`config.mk`:
```
export PLATFORM = sky130hd
export DESIGN_NAME = sdcc_core
export DESIGN_NICKNAME = d
export VERILOG_FILES = /design/src/rtl/sdcc_pkg.sv /design/src/rtl/sdcc_core.sv
export VERILOG_INCLUDE_DIRS = /design/src /design/src/rtl
export SDC_FILE = /design/constraint.sdc
export NUM_CORES = 1
export LEC_CHECK = 0
export BUFFER_PORTS_ARGS = -buffer_cell sky130_fd_sc_hd__buf_2
export CAP_MARGIN = 15
export CORE_MARGIN = 8
export CORE_UTILIZATION = 56
export DETAILED_ROUTE_END_ITERATION = 16
export MAX_ROUTING_LAYER = met4
export PLACE_DENSITY_LB_ADDON = 0.15
export SLEW_MARGIN = 25
export SYNTH_ARGS = -nofsm -noshare
export SYNTH_HDL_FRONTEND = slang
export SYNTH_SLANG_ARGS = --single-unit
```
`constraint.sdc`:
```
create_clock -name clock_in -period 2.9 [get_ports clock_in]
set_clock_uncertainty 0.2 [all_clocks]
set_input_delay 0.58 -clock clock_in [delete_from_list [all_inputs] [get_ports clock_in]]
set_output_delay 0.58 -clock clock_in [all_outputs]
set_load 0.02 [all_outputs]
```
`src/rtl/sdcc_consts.svh`:
```
// constants for the sdram command and clock interface block
`ifndef SDCC_CONSTS_SVH
`define SDCC_CONSTS_SVH
`define SDCC_ADDR_W 12
`define SDCC_COL_W 8
`define SDCC_BANKS 4
`define SDCC_AP_BIT 10
`define SDCC_MR_BL_MSB 2
`define SDCC_MR_BL_LSB 0
`define SDCC_MR_BT_BIT 3
`define SDCC_MR_CL_MSB 6
`define SDCC_MR_CL_LSB 4
`define SDCC_BL_1 3'h0
`define SDCC_BL_2 3'h1
`define SDCC_BL_4 3'h2
`define SDCC_BL_8 3'h3
`define SDCC_BL_PAGE 3'h7
`define SDCC_CL_3 3'h3
`define SDCC_MR_RST 12'h020
`define SDCC_REG_CTRL 4'h0
`define SDCC_REG_STATUS 4'h4
`define SDCC_REG_MODE 4'h8
`define SDCC_REG_REFCNT 4'hC
`define SDCC_CTRL_EN_BIT 0
`define SDCC_CTRL_RST 1'h1
`define SDCC_ST_BURST_BIT 4
`define SDCC_ST_WRITE_BIT 5
`define SDCC_ST_MODE_LSB 8
`endif

```
`src/rtl/sdcc_pkg.sv`:
```
// types shared by the sdram command and clock interface block
`include "sdcc_consts.svh"
package sdcc_pkg;
   typedef struct packed {
      logic cs_n;
      logic ras_n;
      logic cas_n;
      logic we_n;
      logic [1:0] bank;
      logic [`SDCC_ADDR_W-1:0] addr;
   } sdcc_pins_t;
   typedef enum logic [2:0] {
      CMD_NOP, CMD_ACT, CMD_PRE, CMD_RD, CMD_WR, CMD_BST, CMD_REF, CMD_MRS
   } sdcc_cmd_t;
   typedef enum logic [1:0] {
      ST_ACTIVE, ST_POWER_DOWN, ST_SELF_REFRESH
   } sdcc_mode_t;
endpackage

```
`src/rtl/sdcc_core.sv`:
```
// sdram command decoder, bank state, burst engine, clock enable handling and register slave
`timescale 1ns/10ps
`include "sdcc_consts.svh"
module sdcc_core (
   input wire logic clock_in, // 40 MHz system clock
   input wire logic nrst_in, // synchronous reset, active low
   input wire logic cke_in, // clock enable pin
   input wire logic cs_n_in, // chip select pin, active low
   input wire logic ras_n_in, // row strobe pin, active low
   input wire logic cas_n_in, // column strobe pin, active low
   input wire logic we_n_in, // write enable pin, active low
   input wire logic bank_sel_0_in, // bank select bit 0
   input wire logic bank_sel_1_in, // bank select bit 1
   input wire logic [`SDCC_ADDR_W-1:0] addr_in, // address pins, bit 10 is auto_precharge_addr_bit
   input wire logic [3:0] avs_address_in, // register byte address
   input wire logic avs_read_in, // register read request
   input wire logic avs_write_in, // register write request
   input wire logic [31:0] avs_writedata_in, // register write data
   input wire logic [3:0] avs_byteenable_in, // register byte lanes
   output logic [31:0] avs_readdata_out, // register read data
   output logic avs_waitrequest_out, // register bus stall
   output logic rd_strobe_out, // read beat on the data pins
   output logic wr_strobe_out, // write beat taken
   output logic [1:0] beat_bank_out, // bank of current beat
   output logic [`SDCC_COL_W-1:0] beat_col_out, // column of current beat
   output logic [`SDCC_BANKS-1:0] bank_open_out, // banks with an open row
   output logic power_down_out, // in power-down
   output logic self_refresh_out // in self refresh
);
   sdcc_pkg::sdcc_pins_t pin_meta_ff;
   sdcc_pkg::sdcc_pins_t pin_ff;
   logic cke_meta_ff;
   logic cke_ff;
   logic cke_prev_ff;
   logic clk_en;
   logic act;
   sdcc_pkg::sdcc_cmd_t cmd;
   sdcc_pkg::sdcc_mode_t mode_ff;
   logic [`SDCC_ADDR_W-1:0] mode_reg_ff;
   logic ctrl_en_ff;
   logic [15:0] ref_cnt_ff;
   logic [`SDCC_BANKS-1:0] bank_open_ff;
   logic [`SDCC_ADDR_W-1:0] bank_row_ff [`SDCC_BANKS];
   logic burst_active_ff;
   logic burst_write_ff;
   logic burst_ap_ff;
   logic [1:0] burst_bank_ff;
   logic [`SDCC_COL_W-1:0] burst_start_ff;
   logic [`SDCC_COL_W-1:0] burst_cnt_ff;
   logic [`SDCC_COL_W-1:0] len_mask;
   logic [`SDCC_COL_W-1:0] col_offs;
   logic [`SDCC_COL_W-1:0] cur_col;
   logic full_page;
   logic cl3;
   logic beat;
   logic beat_last;
   logic rd_sr_ff;
   logic [`SDCC_COL_W+1:0] rd_pos_sr_ff;
   logic waitreq_ff;
   logic [31:0] rd_mux;

   // two flops per pin; the hold while powered down stands for gated input buffers
   always_ff @(posedge clock_in) begin
      if (!nrst_in) begin
         pin_meta_ff <= '1;
         pin_ff <= '1;
         cke_meta_ff <= 1'b0;
         cke_ff <= 1'b0;
         cke_prev_ff <= 1'b0;
      end else begin
         pin_meta_ff <= '{cs_n: cs_n_in, ras_n: ras_n_in, cas_n: cas_n_in, we_n: we_n_in,
                          bank: {bank_sel_1_in, bank_sel_0_in}, addr: addr_in};
         if (mode_ff == sdcc_pkg::ST_ACTIVE) begin
            pin_ff <= pin_meta_ff;
         end
         cke_meta_ff <= cke_in;
         cke_ff <= cke_meta_ff;
         cke_prev_ff <= cke_ff;
      end
   end

   // enable seen at the previous edge gates this one, so a low enable suspends from the next cycle
   assign clk_en = cke_prev_ff;
   assign act = clk_en && (mode_ff == sdcc_pkg::ST_ACTIVE) && ctrl_en_ff;

   always_comb begin
      cmd = sdcc_pkg::CMD_NOP;
      if (!pin_ff.cs_n) begin
         case ({pin_ff.ras_n, pin_ff.cas_n, pin_ff.we_n})
            3'h3: cmd = sdcc_pkg::CMD_ACT;
            3'h2: cmd = sdcc_pkg::CMD_PRE;
            3'h5: cmd = sdcc_pkg::CMD_RD;
            3'h4: cmd = sdcc_pkg::CMD_WR;
            3'h6: cmd = sdcc_pkg::CMD_BST;
            3'h1: cmd = sdcc_pkg::CMD_REF;
            3'h0: cmd = sdcc_pkg::CMD_MRS;
            default: cmd = sdcc_pkg::CMD_NOP;
         endcase
      end
   end

   // burst length as a wrap mask over the low column bits
   always_comb begin
      case (mode_reg_ff[`SDCC_MR_BL_MSB:`SDCC_MR_BL_LSB])
         `SDCC_BL_1: len_mask = 8'h00;
         `SDCC_BL_2: len_mask = 8'h01;
         `SDCC_BL_4: len_mask = 8'h03;
         `SDCC_BL_8: len_mask = 8'h07;
         `SDCC_BL_PAGE: len_mask = 8'hFF;
         default: len_mask = 8'h00;
      endcase
   end

   assign full_page = (mode_reg_ff[`SDCC_MR_BL_MSB:`SDCC_MR_BL_LSB] == `SDCC_BL_PAGE);
   assign cl3 = (mode_reg_ff[`SDCC_MR_CL_MSB:`SDCC_MR_CL_LSB] == `SDCC_CL_3);
   // interleave is undefined for a full page, which stays linear
   assign col_offs = (mode_reg_ff[`SDCC_MR_BT_BIT] && !full_page) ?
                     (burst_start_ff ^ burst_cnt_ff) : (burst_start_ff + burst_cnt_ff);
   assign cur_col = (burst_start_ff & ~len_mask) | (col_offs & len_mask);
   assign beat = burst_active_ff && clk_en;
   // a full page burst wraps until stopped
   assign beat_last = !full_page && (burst_cnt_ff == len_mask);

   always_ff @(posedge clock_in) begin
      if (!nrst_in) begin
         mode_reg_ff <= `SDCC_MR_RST;
         ref_cnt_ff <= 16'h0000;
      end else if (act && (cmd == sdcc_pkg::CMD_MRS)) begin
         mode_reg_ff <= pin_ff.addr;
      end else if (act && (cmd == sdcc_pkg::CMD_REF) && cke_ff) begin
         ref_cnt_ff <= ref_cnt_ff + 16'h0001;
      end
   end

   always_ff @(posedge clock_in) begin
      if (!nrst_in) begin
         bank_open_ff <= '0;
         for (int i = 0; i < `SDCC_BANKS; i++) begin
            bank_row_ff[i] <= '0;
         end
      end else begin
         if (beat && beat_last && burst_ap_ff) begin
            bank_open_ff[burst_bank_ff] <= 1'b0;
         end
         if (act && (cmd == sdcc_pkg::CMD_ACT) && !bank_open_ff[pin_ff.bank]) begin
            bank_open_ff[pin_ff.bank] <= 1'b1;
            bank_row_ff[pin_ff.bank] <= pin_ff.addr;
         end
         if (act && (cmd == sdcc_pkg::CMD_PRE)) begin
            if (pin_ff.addr[`SDCC_AP_BIT]) begin
               bank_open_ff <= '0;
            end else begin
               bank_open_ff[pin_ff.bank] <= 1'b0;
            end
         end
      end
   end

   // a read or write to a closed bank is dropped; the controller must open it first
   always_ff @(posedge clock_in) begin
      if (!nrst_in) begin
         burst_active_ff <= 1'b0;
         burst_write_ff <= 1'b0;
         burst_ap_ff <= 1'b0;
         burst_bank_ff <= 2'h0;
         burst_start_ff <= 8'h00;
         burst_cnt_ff <= 8'h00;
      end else if (act && ((cmd == sdcc_pkg::CMD_RD) || (cmd == sdcc_pkg::CMD_WR)) &&
                   bank_open_ff[pin_ff.bank]) begin
         burst_active_ff <= 1'b1;
         burst_write_ff <= (cmd == sdcc_pkg::CMD_WR);
         burst_ap_ff <= pin_ff.addr[`SDCC_AP_BIT];
         burst_bank_ff <= pin_ff.bank;
         burst_start_ff <= pin_ff.addr[`SDCC_COL_W-1:0];
         burst_cnt_ff <= 8'h00;
      end else if (act && (cmd == sdcc_pkg::CMD_BST)) begin
         burst_active_ff <= 1'b0;
      end else if (beat) begin
         burst_cnt_ff <= burst_cnt_ff + 8'h01;
         if (beat_last) begin
            burst_active_ff <= 1'b0;
         end
      end
   end

   // everything here holds while the clock is suspended
   always_ff @(posedge clock_in) begin
      if (!nrst_in) begin
         rd_sr_ff <= 1'b0;
         rd_pos_sr_ff <= '0;
         rd_strobe_out <= 1'b0;
         wr_strobe_out <= 1'b0;
         beat_bank_out <= 2'h0;
         beat_col_out <= 8'h00;
      end else if (clk_en) begin
         rd_sr_ff <= beat && !burst_write_ff;
         rd_pos_sr_ff <= {burst_bank_ff, cur_col};
         rd_strobe_out <= cl3 ? rd_sr_ff : (beat && !burst_write_ff);
         wr_strobe_out <= beat && burst_write_ff;
         if ((beat && burst_write_ff) || !cl3) begin
            {beat_bank_out, beat_col_out} <= {burst_bank_ff, cur_col};
         end else begin
            {beat_bank_out, beat_col_out} <= rd_pos_sr_ff;
         end
      end
   end

   // one clock only, so leaving power-down costs the sync delay, not an extra command edge
   always_ff @(posedge clock_in) begin
      if (!nrst_in) begin
         mode_ff <= sdcc_pkg::ST_ACTIVE;
      end else begin
         case (mode_ff)
            sdcc_pkg::ST_ACTIVE: begin
               if (cke_prev_ff && !cke_ff && (bank_open_ff == '0) && !burst_active_ff) begin
                  mode_ff <= (cmd == sdcc_pkg::CMD_REF) ? sdcc_pkg::ST_SELF_REFRESH : sdcc_pkg::ST_POWER_DOWN;
               end
            end
            sdcc_pkg::ST_POWER_DOWN, sdcc_pkg::ST_SELF_REFRESH: begin
               if (cke_ff) begin
                  mode_ff <= sdcc_pkg::ST_ACTIVE;
               end
            end
            default: begin
               mode_ff <= sdcc_pkg::ST_ACTIVE;
            end
         endcase
      end
   end

   always_ff @(posedge clock_in) begin
      if (!nrst_in) begin
         bank_open_out <= '0;
         power_down_out <= 1'b0;
         self_refresh_out <= 1'b0;
      end else begin
         bank_open_out <= bank_open_ff;
         power_down_out <= (mode_ff == sdcc_pkg::ST_POWER_DOWN);
         self_refresh_out <= (mode_ff == sdcc_pkg::ST_SELF_REFRESH);
      end
   end

   always_comb begin
      rd_mux = 32'h00000000;
      case (avs_address_in)
         `SDCC_REG_CTRL: rd_mux[`SDCC_CTRL_EN_BIT] = ctrl_en_ff;
         `SDCC_REG_STATUS: begin
            rd_mux[`SDCC_BANKS-1:0] = bank_open_ff;
            rd_mux[`SDCC_ST_BURST_BIT] = burst_active_ff;
            rd_mux[`SDCC_ST_WRITE_BIT] = burst_write_ff;
            rd_mux[`SDCC_ST_MODE_LSB+1:`SDCC_ST_MODE_LSB] = mode_ff;
         end
         `SDCC_REG_MODE: rd_mux[`SDCC_ADDR_W-1:0] = mode_reg_ff;
         `SDCC_REG_REFCNT: rd_mux[15:0] = ref_cnt_ff;
         default: rd_mux = 32'h00000000;
      endcase
   end

   // fixed one wait cycle, then the answer edge; unmapped reads give zero
   always_ff @(posedge clock_in) begin
      if (!nrst_in) begin
         waitreq_ff <= 1'b1;
         avs_readdata_out <= 32'h00000000;
      end else if ((avs_read_in || avs_write_in) && waitreq_ff) begin
         waitreq_ff <= 1'b0;
         avs_readdata_out <= avs_read_in ? rd_mux : 32'h00000000;
      end else begin
         waitreq_ff <= 1'b1;
      end
   end
   assign avs_waitrequest_out = waitreq_ff;

   always_ff @(posedge clock_in) begin
      if (!nrst_in) begin
         ctrl_en_ff <= `SDCC_CTRL_RST;
      end else if (avs_write_in && !waitreq_ff && (avs_address_in == `SDCC_REG_CTRL) && avs_byteenable_in[0]) begin
         ctrl_en_ff <= avs_writedata_in[`SDCC_CTRL_EN_BIT];
      end
   end
endmodule

```
# --- Yosys cells after proc, flatten, opt, wreduce, memory -nomap -nowiden ---
# Index checks and enable logic that the tools add are counted.
totals:
  ff_bits: 157
  latchBits: 0
  mem_bits_rw: 0
  romBits: 0
  out_inout_bits: 51
  word_cells: 167
  memories: 0
classes:
  n_addsub: 3
  n_mul: 0
  n_div: 0
  order_cmp: 4
  n_eq_ne: 26
  shift: 0
  muxes: 35
  bitwise_logic: 13
  reduce_logical: 49
op_table:
  columns: ["cell", "count"]
  rows:
  - ["case mux 8 bit (4 select lines)", 1]
  - ["two-way mux 4 bit", 7]
  - ["logical AND 1 bit", 27]
  - ["== test 3 bit, second input constant", 8]
  - ["== test 3 x 2 -> 1 bit, second input constant", 7]
  - ["case mux 3 bit (7 select lines)", 1]
  - ["adder 16 x 1 -> 16 bit, second input constant", 1]
  - ["AND 8 bit", 2]
  - ["two-way mux 16 bit", 1]
  - ["two-way mux 8 bit", 2]
  - ["case mux 5 bit (3 select lines)", 1]
  - ["case mux 2 bit (2 select lines)", 3]
  - ["== test 3 x 1 -> 1 bit, second input constant", 3]
  - ["two-way mux 1 bit", 9]
  - ["adder 8 x 1 -> 8 bit, second input constant", 1]
  - ["adder 8 bit", 1]
  - ["AND 4 bit", 2]
  - ["== test 4 bit, second input constant", 2]
  - ["== test 8 bit", 1]
  - ["zero test 4 bit", 2]
  - ["two-way mux 2 bit", 4]
  - ["inverter 4 bit", 2]
  - ["inverter 8 bit", 1]
  - ["bitwise OR 8 bit", 1]
  - ["other kinds (22)", 40]

# --- Depth between registers and ports, before layout ---
logic_depth:
  word_depth: 14
  mapped_depth: 9
  mapped_depth_nobuf: 8

# --- Worst setup path after synthesis ---
# Ideal clock, no wire load.
synth_timing:
  path_kind: "reg2reg"
  startpoint: "reg burst_cnt_ff[0]"
  endpoint: "reg beat_col_out[6]"
  arrival_time_ns: 2.006
  t_required_ns: 2.605
  slack_ns: 0.599
  path_stages_with_launch: 9
  path_buffers: 0
  synth_period_minus_slack_ns: 2.301
  path_cell_list: "dfxtp_1 ha_1 inv_1 fa_1 nor2b_1 o211ai_1 and3_1 or3_1 a221oi_1"
synth_via:
  elab_chain_cells: 5
synth_lines:
  columns: ["item", "line", "source"]
  rows:
  - ["start, declared", "sdcc_core.sv:49", "logic [`SDCC_COL_W-1:0] burst_cnt_ff;"]
  - ["start signal, assigned", "sdcc_core.sv:179", "burst_cnt_ff <= burst_cnt_ff + 8'h01;"]
  - ["adder 8 bit", "sdcc_core.sv:118", "(burst_start_ff ^ burst_cnt_ff) : (burst_start_ff + burst_cnt_ff);"]
  - ["two-way mux 8 bit", "sdcc_core.sv:117", "assign col_offs = (mode_reg_ff[`SDCC_MR_BT_BIT] && !full_page) ?"]
  - ["AND 8 bit", "sdcc_core.sv:119", "assign cur_col = (burst_start_ff & ~len_mask) | (col_offs & len_mask);"]
  - ["bitwise OR 8 bit", "sdcc_core.sv:119", null]
  - ["two-way mux 8 bit", "sdcc_core.sv:200", "if ((beat && burst_write_ff) || !cl3) begin"]
  - ["end signal, assigned", "sdcc_core.sv:201", "{beat_bank_out, beat_col_out} <= {burst_bank_ff, cur_col};"]
  - ["end signal, assigned", "sdcc_core.sv:203", "{beat_bank_out, beat_col_out} <= rd_pos_sr_ff;"]
  - ["end, declared", "sdcc_core.sv:25", "output logic [`SDCC_COL_W-1:0] beat_col_out,"]
# Every way passes these cells.
# A chain may end at the register's enable or synchronous reset.

# --- Worst setup path in the final report ---
# Ends and elaborated chain as after synthesis.

==> qor.yml <==
floorplanning:
  core_area_mm2: 0.0113
  io_pins: 114
  die_h_um: 123
  die-area_mm2: 0.0151
  start_util_pct: 56.6
  rows: 39
  dieWidth_um: 123
critical_path:
  r2r_cells: 8
  path_cells: "ha_1 -> inv_1 -> fa_1 -> nor2b_1 -> o211ai_1 -> and3_1 -> or3_1 -> a221oi_1"
  slowest_stage: "dfxtp_1"
  cp-start-kind: "register"
  crit_buf_inv: 1
  r2r_end: "beat_col_out[6]"
  crit_arrival_ns: 2.65
  crit_type: "register to register"
  rr_startpoint: "burst_cnt_ff[0]"
  cp_max_fo: 5
  cp_top_family: "simple AND/OR/NAND/NOR gates"
  worstSetupEndpointType: "register"
  critPathMaxStageDelay_ns: 0.42
  r2r_slack_ns: 0.35
  crit_required_ns: 3.00
yosys:
  async_flop_share_pct: 0
  synth_top_area_share_pct: 44.3
  post_synth_main_area_contributors: "dfxtp_1, mux2i_1, nor2_1"
  synth_area_mm2: 0.00638
  yosys_warnings: 0
  synthCells: 703
  synth_ff_type: "dfxtp_1"
  synth_edf_count: 0
  yosysUniqueCellTypes: 65
  seq_area_frac_synth_pct: 44.3
  postSynthAreaPerCell_um2: 9.07
  ys_ff_latch: 141
  yosys.area.top_type: "dfxtp_1"
power_and_ir_drop:
  sequentialPowerShare_pct: 46.4
  combPwrFrac_pct: 5.7
  p_int_mw: 3.40
  p_switching_mw: 0.957
  power_density_mw_per_mm2: 599
  ir_drop_v: 0.000428
  pwr-share-clk_pct: 47.9
  swShare_pct: 22.0
  p_leak_nw: 3.17
finish:
  final_cell_mix: "dfxtp_1, nor2_1, nand2_1"
  final_common_cell: "dfxtp_1"
  drive_gt1_share_pct: 15.7
  syn2layout_area_growth_pct: 13.9
  final_util_pct: 64.4
  fillers: 935
  nets: 827
  antenna_cells: 0
route:
  wire_per_inst_um: 16.0
  vias_per_cell: 5.62
  drtIter0Drc: 432
  drc_errors: 0
  vias: 5091
  dr.pass1.iters: 6
  wirelength_mm: 14.5
  ant_nets: 0
job:
  drv_cap: 0
clock_tree:
  cts_root_buffer: "clkbuf_16"
  cts_buffer_depth: 2
  cts-resized-gates: 0
  cts_setup_buffers: 0
  ctsHoldBuffers: 0
  cts_tree: "done"
  cts.clk_slew.worst_paths_ns: 0.05
  clk_latency_ns: 0.41
  numCtsBuffers: 17
  htree_levels: 4
  clock-sinks: 141
hold_path:
  hold_depth: 2
  hold_path.class: "primary input to register"
  hp-start: "addr_in[4]"
  hold_end: "pin_meta_ff[4]"
sta:
  fin_crit_sh_pct: 87.9
  rsz0062_at_grt: "no"
  maxSlewViolCount: 0
  hold_slack_ns: 0.144
  finalSetupTns_ns: 0
  finalHoldViolCount: 0
  fmax_mhz: 392
  slew_headroom_pct: 53.4
  tightest_slew_ns: 0.698
  finalSetupViolCount: 0
  finalCriticalPeriod_ns: 2.55
status:
  status: "complete, no violations"
place:
  dpl.hpwl_mm: 10.5
  place.gp.congestion: 0.914
  port_buffers: 63
global_route:
  grt_max_degree: 75
  track_usage_pct: 20.2
  grt_pass1_vias: 4668
  antenna_found_initial: 0
  gr-total-overflow: 0
  grt_pass1_wl_mm: 23.1
## stage by stage
step	setup slack (ns)	instances	total power [mW]	cell area, um2
finish	0.351	906	4.35	7260
global route	0.133	906	4.49	7260
CTS	0.368	906	4.37	7260
detailed placement	0.391	875	2.31	6690
global placement	0.443	875	2.30	6690
floorplan	0.599	718	2.25	6430
## cell usage after synthesis, types with 5 or more instances
| cell type | count |
|---|---|
| nor2_1 | 75 |
| o21ai_0 | 33 |
| o211ai_1 | 8 |
| buf_2 | 8 |
| nand2_1 | 67 |
| and2_1 | 23 |
| ha_1 | 12 |
| nand4_1 | 9 |
| or3_1 | 10 |
| and3_1 | 9 |
| xnor2_1 | 7 |
| nand3_1 | 15 |
| dfxtp_1 | 141 |
| nor2b_1 | 7 |
| xor2_1 | 12 |
| buf_4 | 18 |
| a211oi_1 | 7 |
| or2_2 | 5 |
| mux2_2 | 7 |
| a22oi_1 | 12 |
| and4_1 | 5 |
| a31oi_1 | 6 |
| inv_1 | 17 |
| clkbuf_1 | 26 |
| a21oi_1 | 29 |
| mux2i_1 | 46 |
| nand2b_1 | 28 |
## state kept, by name, indices dropped and copies added, names as in the netlist, 2 cells and up
| name | count |
|---|---|
| avs_readdata_out | 16 |
| burst_cnt_ff | 8 |
| ref_cnt_ff | 16 |
| pin_ff | 18 |
| burst_bank_ff | 2 |
| mode_reg_ff | 12 |
| mode_ff | 2 |
| bank_open_ff | 4 |
| rd_pos_sr_ff | 10 |
| burst_start_ff | 8 |
| beat_bank_out | 2 |
| beat_col_out | 8 |
| pin_meta_ff | 18 |
| bank_open_out | 4 |
## how the worst max path moves through the flow
stage	slack, ns	from	endpoint	depth (start not counted)
final	0.35	burst_cnt_ff[0]	beat_col_out[6]	8
after detailed placement	0.39	burst_cnt_ff[0]	beat_col_out[6]	8
after floorplan	0.60	burst_cnt_ff[0]	beat_col_out[6]	8
after CTS	0.37	burst_cnt_ff[0]	beat_col_out[6]	8
after global placement	0.44	burst_cnt_ff[0]	beat_col_out[6]	8
after global routing	0.13	burst_cnt_ff[0]	beat_col_out[6]	8
## power by group through the flow
stage | registers [mW] | clock network [mW] | logic (mW)
finish | 2.02 | 2.09 | 0.247
global route | 2.02 | 2.19 | 0.273
CTS | 2.02 | 2.11 | 0.248
detailed placement | 2.06 | 0 | 0.247
global placement | 2.06 | 0 | 0.240
floorplan | 2.05 | 0 | 0.198
## kinds of logic after synthesis
kind of cell    share of synthesized area, %
fa+ha+maj                               2.83
compound gates                          13.3
simple gates                            22.2
mux                                     9.16
xor+xnor                                2.61
buf+inv                                 5.51
flops                                   44.3
other cells                           0.0588
## area by class of cell
cell class / instances / area (um2) / share of cell area (%)
clock buffers: 23 / 478 / 6.58
clock inverters: 8 / 90.1 / 1.24
inverters: 17 / 63.8 / 0.879
multi-input cells: 504 / 3260 / 44.9
flip-flops and latches: 141 / 2820 / 38.9
well taps: 143 / 179 / 2.46
repair buffers: 70 / 368 / 5.07
## layer usage
metal / global-route usage (%) / wire length (um) / vias up
met5: - / 0 / -
met4: 9.06 / 346 / 0
met3: 4.42 / 804 / 26
met2: 31.1 / 6780 / 142
met1: 24.8 / 6540 / 2399
li1: - / - / 2524
Power figures use the tool's default switching activity.
